--- src/rtl/drib_pkg.sv ---
package drib_pkg;

  // ---------------------------------------------------------------
  // register indices; byte address is four times the index
  // ---------------------------------------------------------------
  localparam logic [15:0] IDX_BASE = 16'hf4a0;
  localparam logic [15:0] IDX_RELOAD = 16'hf4a2;
  localparam logic [15:0] IDX_CONTROL = 16'hf4a4;
  localparam logic [15:0] IDX_ADDRESS = 16'hf4a6;

  // ---------------------------------------------------------------
  // field layout and reset values
  // ---------------------------------------------------------------
  localparam int RELOAD_W = 10;
  localparam int BASE_W = 12;
  localparam int LFSR_W = 7;
  localparam int BIN_W = 6;
  localparam int CTRL_EN_BIT = 15;
  localparam logic [9:0] RELOAD_RST = 10'h000;
  localparam logic [11:0] BASE_RST = 12'h000;
  localparam logic [9:0] COUNT_ONE = 10'h001;
  localparam logic [6:0] LFSR_RST = 7'h00;
  localparam logic [5:0] BIN_RST = 6'h00;

  // refresh request state
  typedef enum logic [0:0] {
    REQ_IDLE = 1'b0,
    REQ_PENDING = 1'b1
  } drib_req_t;

endpackage

--- src/rtl/drib_addr_counter.sv ---
`timescale 1ns/10ps
`default_nettype none
module drib_addr_counter (
  input wire logic clk,                       // processor clock
  input wire logic rst,                       // synchronous reset
  input wire logic step,                      // advance after a refresh
  output logic [12:0] addr                    // refresh address A13..A1
);

  logic [6:0] lfsr_q;
  logic [6:0] lfsr_d;
  logic [5:0] bin_q;
  logic [5:0] bin_d;
  logic fb;

  // ---------------------------------------------------------------
  // shift register and binary counter
  // ---------------------------------------------------------------
  // full-cycle shift register
  // the zero-detect term splices the all-zero state into the cycle,
  // so all 128 codes appear instead of the usual 127
  always_comb begin
    fb = lfsr_q[6] ^ lfsr_q[5] ^ (lfsr_q[5:0] == 6'h00);
    lfsr_d = lfsr_q;
    bin_d = bin_q;
    if (step) begin
      lfsr_d = {lfsr_q[5:0], fb};
      if ({lfsr_q[5:0], fb} == drib_pkg::LFSR_RST) begin
        bin_d = bin_q + 6'h01;
      end
    end
  end

  always_ff @(posedge clk) begin
    if (rst) begin
      lfsr_q <= drib_pkg::LFSR_RST;
      bin_q <= drib_pkg::BIN_RST;
    end else begin
      lfsr_q <= lfsr_d;
      bin_q <= bin_d;
    end
  end

  assign addr = {bin_q, lfsr_q};

  // ---------------------------------------------------------------
  // checks
  // ---------------------------------------------------------------
  logic [7:0] seen_q;
  always_ff @(posedge clk) begin
    if (rst || (step && lfsr_d == drib_pkg::LFSR_RST)) begin
      seen_q <= 8'h00;
    end else if (step) begin
      seen_q <= seen_q + 8'h01;
    end
  end
endmodule
`default_nettype wire

--- src/rtl/drib_refresh.sv ---
`timescale 1ns/10ps
`default_nettype none
module drib_refresh #(
  parameter int AW = 20                       // apb address width
) (
  input wire logic clk,                       // processor clock, 50 MHz
  input wire logic rst,                       // synchronous reset
  input wire logic psel,                      // apb select
  input wire logic penable,                   // apb access phase
  input wire logic pwrite,                    // apb write
  input wire logic [AW-1:0] paddr,            // apb byte address
  input wire logic [31:0] pwdata,             // apb write data
  output logic [31:0] prdata,                 // apb read data
  output logic pready,                        // apb ready
  output logic pslverr,                       // apb error, unmapped address
  input wire logic refreshDone,               // refresh bus cycle finished
  output logic refreshReq,                    // refresh request pending
  output logic [25:1] refreshAddr             // refresh address A25..A1
);

  logic [9:0] reload_q, reload_d;
  logic [11:0] base_q, base_d;
  logic enable_q, enable_d;
  logic [9:0] count_q, count_d;
  logic enPrev_q, enPrev_d;
  drib_pkg::drib_req_t req_q, req_d;
  logic [31:0] prdata_q, prdata_d;
  logic pready_q, pready_d;
  logic pslverr_q, pslverr_d;
  logic [25:1] raddr_q, raddr_d;
  logic [12:0] lowAddr;
  logic timeout;
  logic wrDone;
  logic [3:0] hit;

  // ---------------------------------------------------------------
  // address decode
  // ---------------------------------------------------------------
  // decode one register index against the byte address
  function automatic logic isReg(input logic [AW-1:0] a,
                                 input logic [15:0] idx);
    isReg = (a == AW'({idx, 2'b00}));
  endfunction

  assign hit[0] = isReg(paddr, drib_pkg::IDX_BASE);
  assign hit[1] = isReg(paddr, drib_pkg::IDX_RELOAD);
  assign hit[2] = isReg(paddr, drib_pkg::IDX_CONTROL);
  assign hit[3] = isReg(paddr, drib_pkg::IDX_ADDRESS);
  // one wait state: ready is a flop, so the access completes next edge
  assign wrDone = psel && penable && pready_q && pwrite;

  // ---------------------------------------------------------------
  // apb slave and registers
  // ---------------------------------------------------------------
  // reserved bits are not stored and read as zero, except bit 0 of the address register, which reads as one
  always_comb begin
    reload_d = reload_q;
    base_d = base_q;
    enable_d = enable_q;
    prdata_d = prdata_q;
    pslverr_d = 1'b0;
    pready_d = psel && penable && !pready_q;
    if (psel && penable && !pready_q) begin
      pslverr_d = (hit == 4'h0);
      prdata_d = 32'h0000_0000;
      if (!pwrite) begin
        if (hit[2]) begin
          prdata_d = {16'h0000, enable_q, 5'h00, count_q};
        end
        if (hit[1]) begin
          prdata_d = {22'h000000, reload_q};
        end
        if (hit[0]) begin
          prdata_d = {20'h00000, base_q};
        end
        if (hit[3]) begin
          prdata_d = {18'h00000, lowAddr, 1'b1};
        end
      end
    end
    if (wrDone) begin
      if (hit[1]) begin
        reload_d = pwdata[drib_pkg::RELOAD_W-1:0];
      end
      if (hit[0]) begin
        base_d = pwdata[drib_pkg::BASE_W-1:0];
      end
      if (hit[2]) begin
        enable_d = pwdata[drib_pkg::CTRL_EN_BIT];
      end
    end
  end

  always_ff @(posedge clk) begin
    if (rst) begin
      reload_q <= drib_pkg::RELOAD_RST;
      base_q <= drib_pkg::BASE_RST;
      enable_q <= 1'b0;
      prdata_q <= 32'h0000_0000;
      pready_q <= 1'b0;
      pslverr_q <= 1'b0;
    end else begin
      reload_q <= reload_d;
      base_q <= base_d;
      enable_q <= enable_d;
      prdata_q <= prdata_d;
      pready_q <= pready_d;
      pslverr_q <= pslverr_d;
    end
  end

  // ---------------------------------------------------------------
  // interval timer and request
  // ---------------------------------------------------------------
  // a reload written while running takes effect at the next expiry
  always_comb begin
    enPrev_d = enable_q;
    count_d = count_q;
    timeout = 1'b0;
    if (enable_q && !enPrev_q) begin
      count_d = reload_q;
    end else if (enable_q) begin
      if (count_q == drib_pkg::COUNT_ONE) begin
        count_d = reload_q;
        timeout = 1'b1;
      end else begin
        count_d = count_q - 10'h001;
      end
    end
  end

  // a new timeout in the cycle the previous refresh ends wins
  always_comb begin
    req_d = req_q;
    if (refreshDone) begin
      req_d = drib_pkg::REQ_IDLE;
    end
    if (timeout && (req_q == drib_pkg::REQ_IDLE || refreshDone)) begin
      req_d = drib_pkg::REQ_PENDING;
    end
    raddr_d = {base_q, lowAddr};
  end

  always_ff @(posedge clk) begin
    if (rst) begin
      count_q <= 10'h000;
      enPrev_q <= 1'b0;
      req_q <= drib_pkg::REQ_IDLE;
      raddr_q <= 25'h0000000;
    end else begin
      count_q <= count_d;
      enPrev_q <= enPrev_d;
      req_q <= req_d;
      raddr_q <= raddr_d;
    end
  end

  drib_addr_counter u_addr (
    .clk(clk),
    .rst(rst),
    .step(refreshDone && req_q == drib_pkg::REQ_PENDING),
    .addr(lowAddr)
  );

  assign prdata = prdata_q;
  assign pready = pready_q;
  assign pslverr = pslverr_q;
  assign refreshReq = (req_q == drib_pkg::REQ_PENDING);
  assign refreshAddr = raddr_q;
endmodule
`default_nettype wire

--- config.mk ---
export PLATFORM = sky130hd
export DESIGN_NAME = drib_refresh
export DESIGN_NICKNAME = d
export VERILOG_FILES = /design/src/rtl/drib_pkg.sv /design/src/rtl/drib_addr_counter.sv /design/src/rtl/drib_refresh.sv
export SDC_FILE = /design/constraint.sdc
export NUM_CORES = 1
export LEC_CHECK = 0
export ABC_CLOCK_PERIOD_IN_PS = 2100
export BUFFER_PORTS_ARGS = -buffer_cell sky130_fd_sc_hd__buf_2
export CELL_PAD_IN_SITES_DETAIL_PLACEMENT = 0
export CELL_PAD_IN_SITES_GLOBAL_PLACEMENT = 2
export CORE_MARGIN = 2
export CORE_UTILIZATION = 27
export DETAILED_ROUTE_END_ITERATION = 8
export HOLD_SLACK_MARGIN = 0.12
export PLACE_DENSITY_LB_ADDON = 0.1
export SYNTH_ARGS = -nofsm -noshare
export SYNTH_HDL_FRONTEND = slang
export SYNTH_HIERARCHICAL = 1
export SYNTH_SLANG_ARGS = --single-unit
--- constraint.sdc ---
create_clock -name clk -period 2.1 [get_ports clk]
set_clock_uncertainty 0.2 [all_clocks]
set_input_delay 0.42 -clock clk [delete_from_list [all_inputs] [get_ports clk]]
set_output_delay 0.42 -clock clk [all_outputs]
set_load 0.01 [all_outputs]
-- Yosys cells after proc, flatten, opt, wreduce, memory -nomap -nowiden
Cells that the tools add are included.
W data, S select, Z words.
- flip-flop bits (word level): 107
- bits of input ports: 58
- word-level logic and storage cells: 56
- $add $sub $neg: 2
- equality and inequality tests: 5
- multiplexer cells: 13
- bitwise gates (word level): 4
- reductions and logical operators: 20
- operator list (cell ; number):
    $mux W32 ; 4
    $eq A20 B18 Y1 const B ; 4
    $mux W10 ; 3
    $mux W16 ; 1
    $eq A10 B1 Y1 const B ; 1
    $sub A10 B1 Y10 const B ; 1
    $reduce_and A2 Y1 ; 4
    $logic_and A1 B1 Y1 ; 7
    $logic_not A7 Y1 ; 1
    $add A6 B1 Y6 const B ; 1
    $logic_not A6 Y1 ; 1
    $mux W1 ; 5
    $logic_not A4 Y1 ; 1
    $reduce_bool A2 Y1 ; 2
    $logic_not A1 Y1 ; 2
    $not A1 Y1 ; 2
    $reduce_or A2 Y1 ; 1
    $xor A1 B1 Y1 ; 2
    $logic_or A1 B1 Y1 ; 1

-- Depth between registers and ports, before layout
- depth after elaboration: 6
- depth in mapped cells: 6

-- By module
The synthesis kept the hierarchy.
- by module, submodules not included (module ; times used ; cells an instance ; area an instance (um2) ; sequential area each (um2)):
    drib_refresh ; 1 ; 389 ; 3509.6 ; 1541.5
    drib_addr_counter ; 1 ; 59 ; 559.3 ; 260.2

-- Least setup slack after synthesis
No wires, ideal clock.
- kind: flip-flop to flip-flop
- start: register count_q[0]
- end: register count_q[7]
- arrival: 1.650 ns
- data required time: 1.769 ns
- slack: 0.119 ns
- cell stages (with the launch flop): 5
- buffers on the path: 0
- cells stage by stage: dfxtp_1 -> or4_4 -> or4_2 -> a21oi_1 -> o32ai_1
- longest elaborated chain between the ends: 4
- elaborated cells on any way between the ends: 5
- those cells by class: 1 x add/sub; 1 x eq/ne; 3 x mux
- RTL lines (item ; line ; text):
    start, declared ; drib_refresh.sv:24 ; logic [9:0] count_q, count_d;
    start signal, assigned ; drib_refresh.sv:151 ; count_q <= count_d;
    $sub A10 B1 Y10 or $eq A10 B1 Y1 (tied branches) ; drib_refresh.sv:127, drib_refresh.sv:123 ;
    $mux W10 (*) ; drib_refresh.sv:123 ; if (count_q == drib_pkg::COUNT_ONE) begin
    $mux W10 (*) ; drib_refresh.sv:122 ; end else if (enable_q) begin
    $mux W10 (*) ; drib_refresh.sv:120 ; if (enable_q && !enPrev_q) begin
Every way passes the cells marked *; elsewhere a longest branch is shown, timed or not. The select of a mux whose other input is x is not followed.
A chain may end at the register's enable or synchronous reset.

-- Worst setup path in the final report
Ends and elaborated chain as after synthesis.

==> impl_metrics.tcl <==
set metrics [dict create \
    run_status "finished, final reports clean" \
    detailedRoute.firstPassIterationCount 4 \
    worst_r2r_endpoint "count_q[7]" \
    cts_root_buffer "sky130_fd_sc_hd__clkbuf_16" \
    clk_latency_ps 340 \
    worstHoldEndpoint "base_q[11]" \
    timing_worst_setup_path_type "flip-flop to flip-flop" \
    final-seq-area_mm2 0.00180 \
    post-layout-total-power_mw 3.67 \
    grt_pass1_vias 3581 \
    ys_warn_count 6 \
    whs_ps 133 \
    timing.critical_path.arrival_ps 2040 \
    final.period_utilization 0.961 \
    timing.final.setup_violations 0 \
    multiInputGateArea_mm2 0.00207 \
    combined_area_of_all_synthesized_cells_mm2 0.00407 \
    gpl.final_weighted_congestion 0.780 \
    slew_violations 0 \
    dominantRegCellSynth "sky130_fd_sc_hd__dfxtp_1" \
    detail_route.vias_per_cell 5.00 \
    cp_cell_sequence "or4_4 > or4_2 > a21oi_2 > o32ai_1" \
    synth_compound_gate_area_share 0.174 \
    die_x_um 127 \
    yosys.area_share.adder 0.00923 \
    number_of_enable_flip_flop_cells_after_synthesis 0 \
    tritoncts_clock_tree "built" \
    synth_seq_area_share 0.443 \
    grt_setup_unrepaired "false" \
    layout.nets 609 \
    min_path_type "input port to flip-flop" \
    layout_filler_cell_count 1519 \
    antenna_cells 0 \
    layout_min_cycle_time_ps 2020 \
    reg2reg_from "count_q[0]" \
    placement.io_buffers 81 \
    overflow_left_after_global_routing 0 \
    data_required_time_of_the_worst_path_ps 2120 \
    relSlewSlack 0.303 \
    largest_family_of_logic_cells_by_synthesized_area "simple AND/OR/NAND/NOR gates" \
    yosys.area_share.xor_xnor 0.00646 \
    finalCoreUtilization 0.356 \
    cts_max_level 3 \
    drt_drc_violations_left 0 \
    synthToLayoutAreaGrowth_pct 28.0 \
    syn_area_per_cell_um2 9.08 \
    gr-usage-all-layers 0.157 \
    detail-route-antenna-nets 0 \
    ys_top_cells_by_count "sky130_fd_sc_hd__dfxtp_1 (90), sky130_fd_sc_hd__nand3_1 (38), sky130_fd_sc_hd__a21oi_1 (32)" \
    clock-sinks 90 \
    pwr_density_cell_mw_per_mm2 705 \
    crit_slowest_cell "sky130_fd_sc_hd__or4_2" \
    finalHoldViolations 0 \
    critical_path.startpoint "count_q[0]" \
    route.vias.total 3683 \
    ioPinCount 118 \
    detailedPlacementHpwl_um 9280 \
    tritoncts.num_buffers 9 \
    asyncSetResetFlopFracSynth 0 \
    ys_top_cells_by_area "sky130_fd_sc_hd__dfxtp_1 (44%), sky130_fd_sc_hd__nand3_1 (4.7%), sky130_fd_sc_hd__nor2b_1 (4.5%), sky130_fd_sc_hd__a21oi_1 (3.9%), sky130_fd_sc_hd__o21ai_0 (3.3%)" \
    cts_hold_repair.buffers 0 \
    grt_max_degree 57 \
    max_rail_drop_vdd_v 0.000388 \
    core_mm2 0.0146 \
    yosys_register_bits 90 \
    worst-path-max-fanout 5 \
    worst_setup_path_start_kind "flip-flop" \
    grt_antenna_before_repair 0 \
    yosys.area.top_type_share 0.443 \
    post_drt_wl_per_cell_um 17.1 \
    count_of_routing_violations_after_the_opening_detailed_route_iteration 205 \
    postRouteWirelength_um 12600 \
    ctsLongestPathBuffers 2 \
    synth.lib_cells_used.distinct 63 \
    achievable-frequency_ghz 0.496 \
    synthesis.instances 448 \
    r2r.worst_path.cells 4 \
    floorplan.initialDensity 0.278 \
    synthMuxAreaShare 0.0449 \
    post_synth_simple_gate_area 0.254 \
    min_path_cells 3 \
    clk_pin_slew_worst_paths_ps 70 \
    design.die.area_mm2 0.0161 \
    tightest_slew_ps 1040 \
    yosys.cell_count.top_type "sky130_fd_sc_hd__dfxtp_1" \
    critical_path.max_stage_delay_ps 560 \
    drv_cap 0 \
    core.rowCount 44 \
    final_design_area_no_fill_mm2 0.00521 \
    leakagePower_nw 2.04 \
    grt_first_pass_wirelength_um 19700 \
    r2r_setup_slack_ps 80 \
    dieHeight_um 127 \
    yosys.area.top_type "sky130_fd_sc_hd__dfxtp_1" \
    placement.cell_area_mm2 0.00486 \
    min_from "pwdata[11]" \
    final_layout_size_suffix_gt1_frac 0.300 \
    setup.worst_path.end_class "flip-flop" \
]
==> layout make-up <==
class,instances,share of cell area
multi-input cells,321,0.397
flip-flops and latches,90,0.346
repair buffers,119,0.145
clock buffers,11,0.0466
well taps,184,0.0442
clock inverters,5,0.0163
inverters,7,0.00505
==> worst max-delay path: cells and delay by family, from the launching register on <==
family / cells / cell delay [ps]
and+or+nand+nor: 2 / 1110
DFF: 1 / 350
AOI/OAI and AO/OA: 2 / 230
==> cells in the final DEF, fill, tap and decap left out, types with 3 or more instances in the layout <==
cell type,instances
sky130_fd_sc_hd__clkbuf_16,9
sky130_fd_sc_hd__nor2_1,15
sky130_fd_sc_hd__buf_4,33
sky130_fd_sc_hd__nor4_1,13
sky130_fd_sc_hd__o22ai_1,11
sky130_fd_sc_hd__buf_12,5
sky130_fd_sc_hd__inv_1,7
sky130_fd_sc_hd__a21oi_1,31
sky130_fd_sc_hd__xor2_1,3
sky130_fd_sc_hd__ha_1,3
sky130_fd_sc_hd__nand2_1,20
sky130_fd_sc_hd__a21boi_0,3
sky130_fd_sc_hd__nor4b_2,3
sky130_fd_sc_hd__nor2b_1,29
sky130_fd_sc_hd__nand3_1,38
sky130_fd_sc_hd__o21ai_0,27
sky130_fd_sc_hd__dfxtp_1,90
sky130_fd_sc_hd__nand2b_1,5
sky130_fd_sc_hd__o31ai_1,11
sky130_fd_sc_hd__mux2_2,10
sky130_fd_sc_hd__buf_2,81
sky130_fd_sc_hd__mux2i_1,7
sky130_fd_sc_hd__a31oi_1,4
sky130_fd_sc_hd__nand4b_1,3
sky130_fd_sc_hd__or4_4,3
sky130_fd_sc_hd__conb_1,17
sky130_fd_sc_hd__nand4_1,5
sky130_fd_sc_hd__and2_1,3
sky130_fd_sc_hd__nor3_1,5
sky130_fd_sc_hd__o311ai_0,3
sky130_fd_sc_hd__or3_1,6
==> timing repair <==
action,CTS,global route
endpoints found under the setup margin,0,6
resized for setup,0,4
buffers inserted,0,1
==> flip-flops by register name (all words and copies together) (netlist names) <==
| name | count |
|---|---|
| base_q | 12 |
| count_q | 10 |
| enPrev_d | 1 |
| enPrev_q | 1 |
| prdata | 15 |
| pready | 1 |
| pslverr | 1 |
| refreshAddr | 25 |
| refreshReq | 1 |
| reload_q | 10 |
| u_addr/bin_q | 6 |
| u_addr/lfsr_q | 7 |
==> per-stage QoR <==
stage | TNS [ps] | std cells | worst slack [ps]
2_1_floorplan | 0 | 464 | 119
3_3_place_gp | -259 | 720 | -259
3_5_place_dp | -317 | 720 | -268
4_1_cts | 0 | 736 | 26.6
5_1_grt | 0 | 737 | 13.2
6_report | 0 | 737 | 82.2
==> kinds of logic (layout without fill, tap and decap cells) <==
group           count (synthesis)  count (layout)
fa+ha+maj                       3               3
flops                          90              90
buf+inv                        53             142
other cells                     1              17
compound gates                110             110
xor+xnor                        3               3
mux                            17              17
simple gates                  171             171
==> power by group <==
group | total (mW) | internal (mW) | switching (mW)
logic | 0.167 | 0.0613 | 0.106
clock network | 1.80 | 1.09 | 0.714
registers | 1.71 | 1.71 | 0.000798
==> layer usage <==
layer / up-vias / track usage / wire (um)
li1: 1812 / - / -
met1: 1775 / 0.207 / 5900
met5: - / 0 / 0
met3: 10 / 0.0358 / 509
met4: 0 / 0.0433 / 169
met2: 86 / 0.259 / 6000
==> how the worst max path moves through the flow <==
stage / depth (start not counted) / endpoint
5_1_grt: 4 / count_q[7]
6_report: 4 / count_q[7]
3_5_place_dp: 6 / enPrev_d
4_1_cts: 6 / count_q[6]
3_3_place_gp: 6 / enPrev_d
2_1_floorplan: 4 / count_q[7]
(Power assumes the default switching activity.)
